[config.mk]
export PLATFORM = sky130hd
export DESIGN_NAME = pss_sequencer
export DESIGN_NICKNAME = d
export VERILOG_FILES = /design/src/pss_pkg.sv /design/src/pss_slow_tick.sv /design/src/pss_debounce.sv /design/src/pss_sequencer.sv
export SDC_FILE = /design/constraint.sdc
export NUM_CORES = 1
export LEC_CHECK = 0
export ABC_AREA = 1
export BUFFER_PORTS_ARGS = -buffer_cell sky130_fd_sc_hd__buf_4
export CORE_MARGIN = 2
export CORE_UTILIZATION = 48
export CTS_BUF_LIST = sky130_fd_sc_hd__clkbuf_16
export CTS_CLUSTER_SIZE = 24
export DETAILED_ROUTE_END_ITERATION = 16
export PLACE_DENSITY = 0.69
export RECOVER_POWER = 100
export SYNTH_ARGS = -nofsm -noshare
export SYNTH_HDL_FRONTEND = slang
export SYNTH_SLANG_ARGS = --single-unit
[constraint.sdc]
create_clock -name clk_sys -period 2.15 [get_ports clk_sys]
set_input_delay 0.215 -clock clk_sys [delete_from_list [all_inputs] [get_ports clk_sys]]
set_output_delay 0.215 -clock clk_sys [all_outputs]
set_load 0.05 [all_outputs]
[src/pss_pkg.sv]
// Package: timing constants, register map and states of the power state sequencer
package pss_pkg;

    // Clocks
    localparam int CLK_PERIOD_NS     = 4;
    localparam int SLOW_PERIOD_NS    = 31250;
    localparam int SLOW_TICK_CYCLES  = SLOW_PERIOD_NS / CLK_PERIOD_NS;
    localparam int SLOW_TICKS_PER_MS = 1000000 / SLOW_PERIOD_NS;
    localparam int CW                = 18;

    // Switch-on slots, in slow periods
    localparam int ON_FIRST_TICKS  = 66;
    localparam int ON_SLOT_TICKS   = 64;
    localparam int ON_CLK_SLOTS    = 9;
    localparam int ON_IO_AT        = ON_FIRST_TICKS;
    localparam int ON_CORE2_AT     = ON_IO_AT + ON_SLOT_TICKS;
    localparam int ON_CORE1_AT     = ON_CORE2_AT + ON_SLOT_TICKS;
    localparam int ON_LINEAR_REG_4_AT      = ON_CORE1_AT + ON_SLOT_TICKS;
    localparam int ON_LDO38_AT     = ON_LINEAR_REG_4_AT + ON_SLOT_TICKS;
    localparam int ON_LINEAR_REG_6_AT      = ON_LDO38_AT + ON_SLOT_TICKS;
    localparam int ON_CLK_AT       = ON_LINEAR_REG_6_AT + ON_CLK_SLOTS * ON_SLOT_TICKS;
    localparam int ON_RST_AT       = ON_CLK_AT + ON_SLOT_TICKS;

    // Switch-off, in slow periods from hold removal
    localparam int OFF_RST_AT      = 2;
    localparam int OFF_CLK_TICKS   = 3;
    localparam int OFF_SUPPLY_AT   = 5;

    // Input debounce, in slow periods
    localparam int PB_FALL_MS      = 100;
    localparam int PB_FALL_TICKS   = PB_FALL_MS * SLOW_TICKS_PER_MS;
    localparam int PB_RISE_TICKS   = 3;
    localparam int HOLD_RISE_TICKS = 2;
    localparam int HOLD_FALL_TICKS = 0;
    localparam int SLP_SYNC_TICKS  = 2;

    // Power-on pulse and long press
    localparam int PULSE_MS        = 1000;
    localparam int PULSE_TICKS     = PULSE_MS * SLOW_TICKS_PER_MS;
    localparam int LONG_MS         = 4000;
    localparam int LONG_TICKS      = LONG_MS * SLOW_TICKS_PER_MS;
    localparam int LP_OFF_MS       = 1000;
    localparam int LP_OFF_TICKS    = LP_OFF_MS * SLOW_TICKS_PER_MS;

    // Sleep, counted from the resynchronised sleep edge
    localparam int SLP_CLK_TICKS   = 3;
    localparam int WAKE_HP_AT      = 8 - SLP_SYNC_TICKS;
    localparam int WAKE_CLK_AT     = WAKE_HP_AT + 3;
    localparam int WAKE_STEP1_AT   = WAKE_HP_AT + 1;
    localparam int WAKE_BUCK_TICKS = 2;
    localparam int STEP_US_01      = 200;
    localparam int STEP_US_10      = 500;
    localparam int STEP_US_11      = 2000;
    localparam int STEP_TICKS_01   = STEP_US_01 * 1000 / SLOW_PERIOD_NS;
    localparam int STEP_TICKS_10   = STEP_US_10 * 1000 / SLOW_PERIOD_NS;
    localparam int STEP_TICKS_11   = STEP_US_11 * 1000 / SLOW_PERIOD_NS;

    // Register map (byte addresses)
    localparam logic [7:0] REG_CTRL   = 8'h00;
    localparam logic [7:0] REG_STATUS = 8'h04;
    localparam logic [7:0] REG_EVENT  = 8'h08;
    localparam int CTRL_DEV_KEEP   = 0;
    localparam int CTRL_AUTO_KEEP  = 1;
    localparam int CTRL_SLOT_LO    = 2;
    localparam int CTRL_MASK_LO    = 4;
    localparam logic [31:0] CTRL_RESET = 32'h0000_0000;

    typedef enum logic [2:0] {
        ST_OFF, ST_START, ST_ACTIVE, ST_STOP, ST_SLEEP_IN, ST_SLEEP, ST_WAKE
    } pss_state_t;

endpackage

[src/pss_slow_tick.sv]
// Internal slow clock: one-cycle tick per period plus a half-period phase
`timescale 1ns/1ps
module pss_slow_tick
    import pss_pkg::*;
#(
    parameter int DIV = SLOW_TICK_CYCLES
) (
    input  wire logic clk_sys,
    input  wire logic arst_n,
    output logic      tick,
    output logic      phase
);
    logic [CW-1:0] div;

    if (DIV < 2 || DIV >= (1 << CW)) begin : g_chk
        $error("pss_slow_tick: DIV out of range");
    end

    always_ff @(posedge clk_sys or negedge arst_n) begin
        if (!arst_n) begin
            div   <= '0;
            tick  <= 1'b0;
            phase <= 1'b0;
        end else begin
            tick <= (div == CW'(DIV - 1));
            div  <= (div == CW'(DIV - 1)) ? '0 : div + 1'b1;
            phase <= (div < CW'(DIV / 2));
        end
    end
endmodule

[src/pss_debounce.sv]
// Two-stage synchroniser followed by a level debouncer counted in slow ticks
`timescale 1ns/1ps
module pss_debounce
    import pss_pkg::*;
#(
    parameter int  RISE_TICKS = 2,
    parameter int  FALL_TICKS = 0,
    parameter logic INIT      = 1'b0
) (
    input  wire logic clk_sys,
    input  wire logic arst_n,
    input  wire logic tick,
    input  wire logic pinIn,
    output logic      level
);
    logic [1:0]    sync;
    logic [CW-1:0] cnt;
    logic [CW-1:0] need;

    if (RISE_TICKS >= (1 << CW) || FALL_TICKS >= (1 << CW)) begin : g_chk
        $error("pss_debounce: debounce count too wide");
    end

    assign need = sync[1] ? CW'(RISE_TICKS) : CW'(FALL_TICKS);

    always_ff @(posedge clk_sys or negedge arst_n) begin
        if (!arst_n) begin
            sync <= {INIT, INIT};
        end else begin
            sync <= {sync[0], pinIn};
        end
    end

    // Any bounce restarts the stability count
    always_ff @(posedge clk_sys or negedge arst_n) begin
        if (!arst_n) begin
            cnt   <= '0;
            level <= INIT;
        end else if (sync[1] == level) begin
            cnt <= '0;
        end else if (need == '0) begin
            level <= sync[1];
        end else if (tick) begin
            if (cnt + 1'b1 >= need) begin
                level <= sync[1];
                cnt   <= '0;
            end else begin
                cnt <= cnt + 1'b1;
            end
        end
    end
endmodule

[src/pss_sequencer.sv]
// Power state sequencer: switch-on/off slots, long press, sleep, APB registers
//
// Notes on behaviour
// - first slot 66 periods after hold rise
// - further rails every 64 periods, fixed order
// - clock 9 slots later, resets one slot after
// - resets low 2 periods after hold falls
// - slow clock stops 3 periods after resets
// - all supplies off 5 periods after hold
// - button press valid after 100 ms low
// - button release debounced three periods
// - hold rise debounced two periods
// - debounced press gives 1 s power-on pulse
// - keep-on bits substitute for hold input
// - 4 s press: event, off 1 s later
// - sleep entry: low power, clock stops later
// - sleep exit: high power, clock restarts
// - wake step 1 one period after high power
// - wake step length from slot select
// - wake bucks enabled two periods into step
// - processor reset output driven by sequencer
//
// Design decisions made here: register access over APB and the register addresses.
`timescale 1ns/1ps
module pss_sequencer
    import pss_pkg::*;
#(
    parameter int TICK_DIV      = SLOW_TICK_CYCLES,
    parameter int PB_FALL       = PB_FALL_TICKS,
    parameter int PULSE_LEN     = PULSE_TICKS,
    parameter int LONG_LEN      = LONG_TICKS,
    parameter int LP_OFF_LEN    = LP_OFF_TICKS
) (
    input  wire logic        clk_sys,
    input  wire logic        arst_n,
    input  wire logic        holdRequestIn,
    input  wire logic        powerButtonInN,
    input  wire logic        sleepInN,
    input  wire logic        psel,
    input  wire logic        penable,
    input  wire logic        pwrite,
    input  wire logic [7:0]  paddr,
    input  wire logic [31:0] pwdata,
    output logic             pready,
    output logic [31:0]      prdata,
    output logic             pslverr,
    output logic             ioBuckEn,
    output logic             core1BuckEn,
    output logic             core2BuckEn,
    output logic             linearReg3En,
    output logic             linearReg4En,
    output logic             linearReg5En,
    output logic             linearReg6En,
    output logic             linearReg8En,
    output logic             referenceEn,
    output logic             lowPowerMode,
    output logic             slowClockOut,
    output logic             processorResetN,
    output logic             secondResetN,
    output logic             longPressEvent
);

    if (LONG_LEN <= PB_FALL || PULSE_LEN >= (1 << CW) || LONG_LEN >= (1 << CW)
        || LP_OFF_LEN >= (1 << CW) || PB_FALL < 1) begin : g_chk
        $error("pss_sequencer: timing parameters out of range");
    end

    ////////////////////////////////////////////////////////////////////////////
    // Slow tick and input conditioning

    logic tick;
    logic phase;
    logic holdDeb;
    logic buttonUp;
    logic awake;
    logic holdPrev;
    logic buttonPrev;
    logic awakePrev;

    pss_slow_tick #(.DIV(TICK_DIV)) u_tick (
        .clk_sys (clk_sys),
        .arst_n  (arst_n),
        .tick    (tick),
        .phase   (phase)
    );

    pss_debounce #(.RISE_TICKS(HOLD_RISE_TICKS), .FALL_TICKS(HOLD_FALL_TICKS),
                   .INIT(1'b0)) u_hold (
        .clk_sys (clk_sys),
        .arst_n  (arst_n),
        .tick    (tick),
        .pinIn   (holdRequestIn),
        .level   (holdDeb)
    );

    pss_debounce #(.RISE_TICKS(PB_RISE_TICKS), .FALL_TICKS(PB_FALL),
                   .INIT(1'b1)) u_button (
        .clk_sys (clk_sys),
        .arst_n  (arst_n),
        .tick    (tick),
        .pinIn   (powerButtonInN),
        .level   (buttonUp)
    );

    pss_debounce #(.RISE_TICKS(SLP_SYNC_TICKS), .FALL_TICKS(SLP_SYNC_TICKS),
                   .INIT(1'b1)) u_sleep (
        .clk_sys (clk_sys),
        .arst_n  (arst_n),
        .tick    (tick),
        .pinIn   (sleepInN),
        .level   (awake)
    );

    always_ff @(posedge clk_sys or negedge arst_n) begin
        if (!arst_n) begin
            holdPrev   <= 1'b0;
            buttonPrev <= 1'b1;
            awakePrev  <= 1'b1;
        end else begin
            holdPrev   <= holdDeb;
            buttonPrev <= buttonUp;
            awakePrev  <= awake;
        end
    end

    logic holdRise;
    logic pressEv;
    logic sleepEv;
    assign holdRise = holdDeb & ~holdPrev;
    assign pressEv  = ~buttonUp & buttonPrev;
    assign sleepEv  = ~awake & awakePrev;

    ////////////////////////////////////////////////////////////////////////////
    // Control register

    logic       devKeep;
    logic       autoKeep;
    logic [1:0] slotSel;
    logic [2:0] sleepOffMask;    // io, core2, core1 bucks dropped in sleep
    logic       apbWrite;
    logic       lpSticky;

    assign apbWrite = psel & penable & pready & pwrite;

    always_ff @(posedge clk_sys or negedge arst_n) begin
        if (!arst_n) begin
            {sleepOffMask, slotSel, autoKeep, devKeep} <= CTRL_RESET[6:0];
        end else if (apbWrite && paddr == REG_CTRL) begin
            devKeep      <= pwdata[CTRL_DEV_KEEP];
            autoKeep     <= pwdata[CTRL_AUTO_KEEP];
            slotSel      <= pwdata[CTRL_SLOT_LO +: 2];
            sleepOffMask <= pwdata[CTRL_MASK_LO +: 3];
        end
    end

    function automatic logic [CW-1:0] stepLen(input logic [1:0] sel);
        case (sel)
            2'h1:    stepLen = CW'(STEP_TICKS_01);
            2'h2:    stepLen = CW'(STEP_TICKS_10);
            2'h3:    stepLen = CW'(STEP_TICKS_11);
            default: stepLen = '0;
        endcase
    endfunction

    ////////////////////////////////////////////////////////////////////////////
    // Power-on pulse and long press

    pss_state_t     state;
    logic [CW-1:0]  pulseCnt;
    logic [CW-1:0]  lpCnt;
    logic [CW-1:0]  lpOffCnt;
    logic           lpArmed;
    logic           lpKill;
    logic           keepOn;

    // Pulse only bridges the gap until software or hold takes over
    assign keepOn = (holdDeb | devKeep | autoKeep | (pulseCnt != '0)) & ~lpKill;

    always_ff @(posedge clk_sys or negedge arst_n) begin
        if (!arst_n) begin
            pulseCnt <= '0;
        end else if (state == ST_OFF && pressEv) begin
            pulseCnt <= CW'(PULSE_LEN);
        end else if (tick && pulseCnt != '0) begin
            pulseCnt <= pulseCnt - 1'b1;
        end
    end

    // Counting starts at the debounced press, so the debounce time is deducted
    always_ff @(posedge clk_sys or negedge arst_n) begin
        if (!arst_n) begin
            lpCnt          <= '0;
            lpOffCnt       <= '0;
            lpArmed        <= 1'b0;
            lpKill         <= 1'b0;
            longPressEvent <= 1'b0;
        end else begin
            longPressEvent <= 1'b0;
            if (state == ST_OFF) begin
                lpCnt    <= '0;
                lpOffCnt <= '0;
                lpArmed  <= 1'b0;
                lpKill   <= 1'b0;
            end else if (lpArmed) begin
                if (tick) begin
                    lpOffCnt <= lpOffCnt + 1'b1;
                end
                if (lpOffCnt >= CW'(LP_OFF_LEN)) begin
                    lpKill <= 1'b1;
                end
            end else if (buttonUp) begin
                lpCnt <= '0;
            end else if (tick) begin
                lpCnt <= lpCnt + 1'b1;
                if (lpCnt + 1'b1 >= CW'(LONG_LEN - PB_FALL)) begin
                    lpArmed        <= 1'b1;
                    longPressEvent <= 1'b1;
                end
            end
        end
    end

    ////////////////////////////////////////////////////////////////////////////
    // Sequencer state machine

    logic [CW-1:0] cnt;
    logic [CW-1:0] wakeDone;
    assign wakeDone = CW'(WAKE_STEP1_AT + WAKE_BUCK_TICKS) + (stepLen(slotSel) << 1);

    always_ff @(posedge clk_sys or negedge arst_n) begin
        if (!arst_n) begin
            state <= ST_OFF;
            cnt   <= '0;
        end else begin
            if (tick) begin
                cnt <= cnt + 1'b1;
            end
            case (state)
                ST_OFF: begin
                    cnt <= '0;
                    if (pressEv || holdRise) begin
                        state <= ST_START;
                    end
                end
                ST_START: begin
                    if (!keepOn) begin
                        state <= ST_STOP;
                        cnt   <= lpKill ? CW'(OFF_RST_AT) : '0;
                    end else if (cnt >= CW'(ON_RST_AT)) begin
                        state <= ST_ACTIVE;
                    end
                end
                ST_ACTIVE, ST_SLEEP_IN, ST_SLEEP, ST_WAKE: begin
                    if (!keepOn) begin
                        state <= ST_STOP;
                        cnt   <= lpKill ? CW'(OFF_RST_AT) : '0;
                    end else if (state == ST_ACTIVE && sleepEv) begin
                        state <= ST_SLEEP_IN;
                        cnt   <= '0;
                    end else if (state == ST_SLEEP_IN && cnt >= CW'(SLP_CLK_TICKS)) begin
                        state <= ST_SLEEP;
                    end else if (state == ST_SLEEP && awake) begin
                        state <= ST_WAKE;
                        cnt   <= '0;
                    end else if (state == ST_WAKE && cnt >= wakeDone) begin
                        state <= ST_ACTIVE;
                    end
                end
                ST_STOP: begin
                    if (cnt >= CW'(OFF_SUPPLY_AT)) begin
                        state <= ST_OFF;
                    end
                end
                default: state <= ST_OFF;
            endcase
        end
    end

    ////////////////////////////////////////////////////////////////////////////
    // Outputs, all registered

    logic [7:0] next_rails;       // io, linear_reg_5, core2, core1, linear_reg_4, linear_reg_3, linear_reg_8, linear_reg_6
    logic       next_clk;
    logic       next_rst;
    logic       next_lp;
    logic [CW-1:0] len;

    always_comb begin
        len        = stepLen(slotSel);
        next_rails = '0;
        next_clk   = 1'b0;
        next_rst   = 1'b0;
        next_lp    = 1'b0;
        case (state)
            ST_START: begin
                next_rails[0] = cnt >= CW'(ON_IO_AT);
                next_rails[1] = cnt >= CW'(ON_IO_AT);
                next_rails[2] = cnt >= CW'(ON_CORE2_AT);
                next_rails[3] = cnt >= CW'(ON_CORE1_AT);
                next_rails[4] = cnt >= CW'(ON_LINEAR_REG_4_AT);
                next_rails[5] = cnt >= CW'(ON_LDO38_AT);
                next_rails[6] = cnt >= CW'(ON_LDO38_AT);
                next_rails[7] = cnt >= CW'(ON_LINEAR_REG_6_AT);
                next_clk      = cnt >= CW'(ON_CLK_AT);
                next_rst      = cnt >= CW'(ON_RST_AT);
            end
            ST_ACTIVE: begin
                next_rails = '1;
                next_clk   = 1'b1;
                next_rst   = 1'b1;
            end
            ST_SLEEP_IN, ST_SLEEP: begin
                next_rails = '1;
                next_rails[0] = ~sleepOffMask[0];
                next_rails[2] = ~sleepOffMask[1];
                next_rails[3] = ~sleepOffMask[2];
                next_lp    = 1'b1;
                next_clk   = (state == ST_SLEEP_IN) && cnt < CW'(SLP_CLK_TICKS);
                next_rst   = 1'b1;
            end
            ST_WAKE: begin
                next_rails    = '1;
                // Masked bucks take wake steps 1..3 in io, core2, core1 order
                next_rails[0] = ~sleepOffMask[0]
                    | cnt >= CW'(WAKE_STEP1_AT + WAKE_BUCK_TICKS);
                next_rails[2] = ~sleepOffMask[1]
                    | cnt >= CW'(WAKE_STEP1_AT + WAKE_BUCK_TICKS) + len;
                next_rails[3] = ~sleepOffMask[2]
                    | cnt >= CW'(WAKE_STEP1_AT + WAKE_BUCK_TICKS) + (len << 1);
                next_lp  = cnt < CW'(WAKE_HP_AT);
                next_clk = cnt >= CW'(WAKE_CLK_AT);
                next_rst = 1'b1;
            end
            ST_STOP: begin
                next_rails = {8{cnt < CW'(OFF_SUPPLY_AT)}};
                next_rst   = cnt < CW'(OFF_RST_AT);
                next_clk   = cnt < CW'(OFF_RST_AT + OFF_CLK_TICKS);
            end
            default: begin
                next_rails = '0;
            end
        endcase
    end

    logic clkRun;

    always_ff @(posedge clk_sys or negedge arst_n) begin
        if (!arst_n) begin
            {ioBuckEn, linearReg5En, core2BuckEn, core1BuckEn} <= 4'h0;
            {linearReg4En, linearReg3En, linearReg8En, linearReg6En} <= 4'h0;
            referenceEn     <= 1'b0;
            lowPowerMode    <= 1'b0;
            clkRun          <= 1'b0;
            slowClockOut    <= 1'b0;
            processorResetN <= 1'b0;
            secondResetN    <= 1'b0;
        end else begin
            {linearReg6En, linearReg8En, linearReg3En, linearReg4En} <= next_rails[7:4];
            {core1BuckEn, core2BuckEn, linearReg5En, ioBuckEn} <= next_rails[3:0];
            referenceEn     <= (state != ST_OFF) && !(state == ST_STOP
                               && cnt >= CW'(OFF_SUPPLY_AT));
            lowPowerMode    <= next_lp;
            clkRun          <= next_clk;
            slowClockOut    <= clkRun & phase;                   // held low when stopped
            processorResetN <= next_rst;
            secondResetN    <= next_rst;
        end
    end

    ////////////////////////////////////////////////////////////////////////////
    // APB slave: one wait state, answer in the second access cycle

    always_ff @(posedge clk_sys or negedge arst_n) begin
        if (!arst_n) begin
            lpSticky <= 1'b0;
        end else if (longPressEvent) begin
            lpSticky <= 1'b1;                                    // set wins over clear
        end else if (apbWrite && paddr == REG_EVENT && pwdata[0]) begin
            lpSticky <= 1'b0;
        end
    end

    always_ff @(posedge clk_sys or negedge arst_n) begin
        if (!arst_n) begin
            pready  <= 1'b0;
            prdata  <= 32'h0000_0000;
            pslverr <= 1'b0;
        end else begin
            pready  <= psel & penable & ~pready;
            pslverr <= psel & penable & ~pready
                       & !(paddr inside {REG_CTRL, REG_STATUS, REG_EVENT});
            case (paddr)
                REG_CTRL:   prdata <= {25'h0, sleepOffMask, slotSel, autoKeep, devKeep};
                REG_STATUS: prdata <= {15'h0, pulseCnt != '0, lpArmed, state,
                                       processorResetN, clkRun, lowPowerMode,
                                       referenceEn, linearReg6En, linearReg8En,
                                       linearReg3En, linearReg4En, core1BuckEn,
                                       core2BuckEn, linearReg5En, ioBuckEn};
                REG_EVENT:  prdata <= {31'h0, lpSticky};
                default:    prdata <= 32'h0000_0000;
            endcase
        end
    end
endmodule

==> results of run 1 <==
layer usage:
| layer | part of all wire | vias to the layer above | track usage |
|---|---|---|---|
| li1 | - | 4927 | - |
| met1 | 0.46 | 4573 | 0.283 |
| met2 | 0.47 | 242 | 0.362 |
| met3 | 0.049 | 43 | 0.0283 |
| met4 | 0.018 | 0 | 0.0542 |
| met5 | 0 | - | 0 |
worst max-delay path, cell delays in order, from the launching register on:
cell and delay, ns:
dfrtp_1 0.37, buf_4 0.14, nand2_1 0.10, nor2_1 0.20, nand2_2 0.09, nor2_2 0.12, xor2_1 0.09, ha_1 0.18
a21o_1 0.17, nor2_1 0.08, nand3_1 0.13, nor2_4 0.19, nand3_4 0.15, inv_2 0.10, nand2_2 0.06, nand2_2 0.06
cell families after synthesis:
logic type      Yosys count  share of synthesized area
compound gates          161                     0.0817
simple gates            751                      0.289
flops                   203                      0.458
fa+ha+maj                29                     0.0327
other cells               1                   0.000338
mux                       2                    0.00192
xor+xnor                 55                     0.0434
buf+inv                 253                     0.0927
layout by cell type (no fill, tap or decap), types with 6 or more instances in the layout:
| master | count |
|---|---|
| nand2_1 | 307 |
| nor2_1 | 226 |
| inv_1 | 212 |
| dfrtp_1 | 192 |
| nand3_1 | 92 |
| buf_4 | 76 |
| o21ai_0 | 65 |
| xor2_1 | 49 |
| a21oi_1 | 46 |
| clkbuf_1 | 42 |
| nor3_1 | 33 |
| nand4_1 | 30 |
| ha_1 | 26 |
| clkbuf_16 | 24 |
| nor2_2 | 18 |
| conb_1 | 15 |
| dlygate4sd3_1 | 14 |
| nand2_2 | 12 |
| nor4_1 | 12 |
| o22ai_1 | 11 |
| inv_2 | 10 |
| clkbuf_4 | 8 |
| o21ai_1 | 6 |
| xnor2_1 | 6 |
sequential cells by signal, indices dropped and copies added (netlist names), 17 cells and up:
register	flops
prdata	17
lpOffCnt	18
u_tick.div	18
pulseCnt	18
u_sleep.cnt	18
cnt	18
u_button.cnt	18
lpCnt	18
u_hold.cnt	18
layout make-up:
class / instances / area (um^2)
Fill cell: 2053 / 9480
Multi-Input combinational cell: 1014 / 5190
Sequential cell: 203 / 5090
Timing Repair Buffer: 144 / 961
Inverter: 221 / 830
Clock buffer: 24 / 601
Tap cell: 285 / 357
Clock inverter: 17 / 200
metrics by stage:
| step | power [mW] | hold slack (ns) | utilization | instance area [um^2] | instances |
|---|---|---|---|---|---|
| 2_1_floorplan | 4.03 | -0.0806 | - | 11200 | 1469 |
| 3_3_place_gp | 4.16 | 0.203 | 0.539 | 12200 | 1834 |
| 3_5_place_dp | 4.16 | 0.202 | 0.539 | 12200 | 1834 |
| 4_1_cts | 8.33 | 0.0512 | 0.588 | 13400 | 1904 |
| 5_1_grt | 8.51 | 0.104 | 0.583 | 13200 | 1908 |
| 6_report | 8.23 | 0.0850 | 0.583 | 13200 | 1908 |
path summary, 6_finish.rpt:
path | from | end | slack [ns] | cells after the start
max | u_button.cnt[4] | u_button.cnt[1] | -0.14 | 15
min | paddr[3] | prdata[0] | 0.08 | 3
max reg2reg | u_button.cnt[4] | u_button.cnt[1] | -0.14 | 15
min reg2reg | u_hold.sync[0] | u_hold.sync[1] | 0.36 | 0
max in group asynchronous | arst_n | cnt[0] | 0.34 | 3
min in group asynchronous | arst_n | u_sleep.cnt[6] | 0.49 | 2
power by group through the flow:
stage	logic [mW]	registers, mW	clock network (mW)
final	0.252	3.84	4.14
after global routing	0.282	3.84	4.39
after CTS	0.275	3.84	4.22
after detailed placement	0.251	3.91	0
after global placement	0.249	3.91	0
after floorplan	0.117	3.92	0
what timing repair did:
item,in CTS,in global routing
endpoints found under the hold margin,59,0
buffers inserted,14,4
hold buffers,14,0
pin swaps,16,11
setup endpoints to repair,13,56
cloned,1,0
resized for setup,11,40
==> impl_metrics.toml, run 1 <==
[outcome]
outcome = "finished, violations left"
violations = "negative setup slack"

[floorplan]
core-area_mm2 = 0.0227
die_width_um = 156
rows = 55
die_h_um = 156
start_util = 0.489
fp.dieArea_mm2 = 0.0244
ios = 96

[sta]
period_share = 1.06
fin_crit_ns = 2.29
setup_violations = 23
fin_ws_ns = -0.139
slew_headroom = 0.136
fmax_ghz = 0.437
rsz0062_at_grt = "yes"
worst_slew_pin_slew_ns = 1.30
final-hold-violation-count = 0
timing.setup.tns_ns = -1.31
clock_skew_ns = 0.0229
finalMaxSlewViolations = 0

[yosys]
synth_most_common_cell = "nand2_1"
ys_seq_area_frac = 0.458
syn_area_per_cell_um2 = 7.63
yosys_warnings = 0
yosys-top-cells-area = "dfrtp_1, nand2_1, nor2_1"
synthFlopType = "dfrtp_1"
ys_ff_latch = 203
synth_edf_count = 0
synth_area_mm2 = 0.0111
synth_cells = 1455
synthArstFlopShare = 1.00
synth_common_cells = "nand2_1, nor2_1, inv_1, dfrtp_1, nand3_1"
synth_top_area_cell = "dfrtp_1"
netlist.area_leader.share = 0.439
synth.distinct_cells = 53

[clocking]
clock_path_buffers = 3
clock_latency_ns = 0.53
cts_buffers = 24
htree_levels = 1
cts_sinks = 203
cts_tree = "built"
cts-root-buf = "clkbuf_16"
path_clk_slew_ns = 0.06

[critical_path]
cp_max_fo = 5
arrival_ns = 2.74
cp-start-kind = "flip-flop"
cp.required_ns = 2.60
setup.worst_path.end_class = "flip-flop"
critPathKind = "flip-flop to flip-flop"

[place]
gp_congestion = 0.914
portBuffers = 55
hpwl_um = 17700
pre_cts_ws_ns = -0.124

[global_route]
overflow = 0
grt_util_all_layers = 0.211
grt_max_degree = 68
grt_pass1_wl_um = 43200
grt_pass1_vias = 9582
antenna_found_initial = 0

[pwr]
power_leakage_nw = 6.32
seq_power_share = 0.466
switching_share = 0.222
internal_power_mw = 6.40
p_per_area_mw_per_mm2 = 622
p_sw_mw = 1.83
vdd_drop_max_mv = 0.375
combPwrFrac = 0.031
clock_power_share = 0.503

[detailed_routing]
routedWlPerCell_um = 13.2
num_vias = 9785
first_pass_iters = 5
remaining_drc_errors = 0
routed_via_density = 5.13
wirelength_um = 25200
drt-initial-drc-count = 620
ant_nets = 0

[cells_and_area]
diodes = 0
area_growth_pct = 19.1
nets = 1685
drive_above_1_share = 0.123

[job]
timing.max_cap.violations = 0

[min_path]
hold_class = "primary input to flip-flop"
Power figures use the tool's default switching activity.
==> run 2, diff against run 1 <==
--- a/config.mk
+++ b/config.mk
@@ -7,12 +7,15 @@
 export LEC_CHECK = 0
 export ABC_AREA = 1
 export BUFFER_PORTS_ARGS = -buffer_cell sky130_fd_sc_hd__buf_4
+export CELL_PAD_IN_SITES_DETAIL_PLACEMENT = 1
+export CELL_PAD_IN_SITES_GLOBAL_PLACEMENT = 2
 export CORE_MARGIN = 2
-export CORE_UTILIZATION = 48
+export CORE_UTILIZATION = 32
 export CTS_BUF_LIST = sky130_fd_sc_hd__clkbuf_16
 export CTS_CLUSTER_SIZE = 24
 export DETAILED_ROUTE_END_ITERATION = 16
-export PLACE_DENSITY = 0.69
+export GPL_TIMING_DRIVEN = 0
+export PLACE_DENSITY_LB_ADDON = 0.1
 export RECOVER_POWER = 100
 export SYNTH_ARGS = -nofsm -noshare
 export SYNTH_HDL_FRONTEND = slang
==> run 2 against run 1 <==
Net effect:
- the flow still finishes with violations (negative setup slack)
- non-clock buffer count did not move
- first-iteration DRC count fell by 38%
- count of clock-buffer cells in the layout rose by 3
- combinational power rose by 11%
- global-route usage is 3.1 points lower
- fmax is 1.7% lower
- via count hardly changed
- sequential power hardly changed
- wire length rose by 27%
- clock power grew 5.6%
- worst hold slack got worse by 0.066 ns
- register-to-register slack worse by 0.04 ns
==> impl_metrics.toml, run 2 (same netlist as run 1, synthesis figures left out) <==
[min_path]
worstHoldStart = "paddr[3]"
min_to = "prdata[16]"
min_delay_path_depth = 4
hold_class = "primary input to flip-flop"

[cells_and_area]
nets = 1688
area_growth_pct = 22.5
mostFrequentLayoutCell = "nand2_1"
diodes = 0
drive_above_1_share = 0.135
final_cell_mix = "nand2_1, nor2_1, inv_1"
fin_cells = 2086
final_util = 0.396
design_area_mm2 = 0.0136

[floorplan]
core-area_mm2 = 0.0344
start_util = 0.323
die_h_um = 190
fp.dieArea_mm2 = 0.0362
ios = 96
die_width_um = 190
rows = 68

[sta]
fin_crit_ns = 2.33
fin_ws_ns = -0.178
period_share = 1.08
worst_slew_pin_slew_ns = 1.15
fin_hold_ws_ns = 0.0190
timing.setup.tns_ns = -1.98
clock_skew_ns = 0.00978
final-hold-violation-count = 0
slew_headroom = 0.235
fmax_ghz = 0.430
finalMaxSlewViolations = 0
setup_violations = 18
rsz0062_at_grt = "yes"

[global_route]
antenna_found_initial = 0
grt_pass1_vias = 10400
grt_util_all_layers = 0.180
overflow = 0
grt_pass1_wl_um = 53100
grt_max_degree = 88

[detailed_routing]
ant_nets = 0
drt-initial-drc-count = 384
num_vias = 9776
routed_via_density = 4.69
remaining_drc_errors = 0
wirelength_um = 31900
first_pass_iters = 4
routedWlPerCell_um = 15.3

[critical_path]
arrival_ns = 2.81
reg2reg_to = "u_button.cnt[1]"
setup.worst_path.end_class = "flip-flop"
critPathLaunch = "u_button.cnt[5]"
critPathKind = "flip-flop to flip-flop"
cp_max_fo = 5
cp-start-kind = "flip-flop"
r2r_start = "u_button.cnt[5]"
cp.required_ns = 2.63
r2r_cells = 15
reg2reg_slack_ns = -0.18

[clocking]
cts_sinks = 203
cts-root-buf = "clkbuf_16"
cts_buffers = 27
cts_tree = "built"
path_clk_slew_ns = 0.06
clock_path_buffers = 3
clock_latency_ns = 0.54
htree_levels = 1

[pwr]
power_leakage_nw = 6.39
power_mw = 8.50
p_per_area_mw_per_mm2 = 624
vdd_drop_max_mv = 0.501

[job]
timing.max_cap.violations = 0

[outcome]
outcome = "finished, violations left"
violations = "negative setup slack"

[place]
placed_cells_incl_taps = 1981
gp_congestion = 0.803
pre_cts_ws_ns = -0.512
portBuffers = 55
hpwl_um = 23600
dpl_cell_area_mm2 = 0.0122
-- run 2: cell count changes in the layout (fill, tap and decap cells not counted), moves of 3 or more --
cell       previous run  this run
dfrtp_1             192       189
buf_4                76        73
clkinv_1              3        13
inv_1               212       209
nor2_4                5        12
clkbuf_2              2         7
clkbuf_1             42        39
clkbuf_16            24        27
dfrtp_2               3         6
nor2_1              226       219
-- run 2: worst max path at each step --
stage,slack [ns],cells after the start,to
CTS,-0.18,15,u_button.cnt[1]
finish,-0.18,15,u_button.cnt[1]
global route,-0.35,15,u_button.cnt[10]
global placement,-1.03,1,u_button.cnt[0]
detailed placement,-0.51,15,u_button.cnt[10]
floorplan,0.007,15,u_button.cnt[10]
-- run 2: worst max-delay path: stages, from the launching register on --
cell,delay (ns)
dfrtp_1,0.38
nand2_2,0.12
nor2_4,0.12
nand3_2,0.10
nor2_2,0.11
xor2_1,0.19
inv_1,0.10
ha_4,0.22
a21o_1,0.15
nor2_1,0.09
nand3_1,0.12
nor2_4,0.22
nand3_4,0.14
inv_2,0.10
nand2_1,0.05
nand2_1,0.05
-- run 2: what timing repair did --
action | 4_1_cts | 5_1_grt
pin swaps | 22 | 18
buffers inserted | 29 | 13
endpoints found under the hold margin | 128 | 0
gates resized for setup | 32 | 55
cloned | 1 | 0
setup endpoints to repair | 62 | 87
hold buffers | 13 | 0
-- run 2: power breakdown --
group	total, mW	switching, mW	internal (mW)
sequential	3.84	0.00895	3.83
clock	4.37	1.75	2.62
combinational	0.280	0.201	0.0788
total	8.50	1.96	6.54
-- run 2: area by class of cell --
cell class	instances	area, um^2
Fill cell	4239	20800
Multi-Input combinational cell	1014	5300
Sequential cell	203	5100
Inverter	221	833
Timing Repair Buffer	112	758
Clock buffer	27	676
Tap cell	455	569
Buffer	32	204
Clock inverter	22	176
-- run 2: metal layers --
metal	vias to the layer above	part of all wire	global-route usage
li1	4926	-	-
met1	4729	0.48	0.244
met2	91	0.48	0.310
met3	30	0.030	0.0223
met4	0	0.013	0.0376
met5	-	0	0
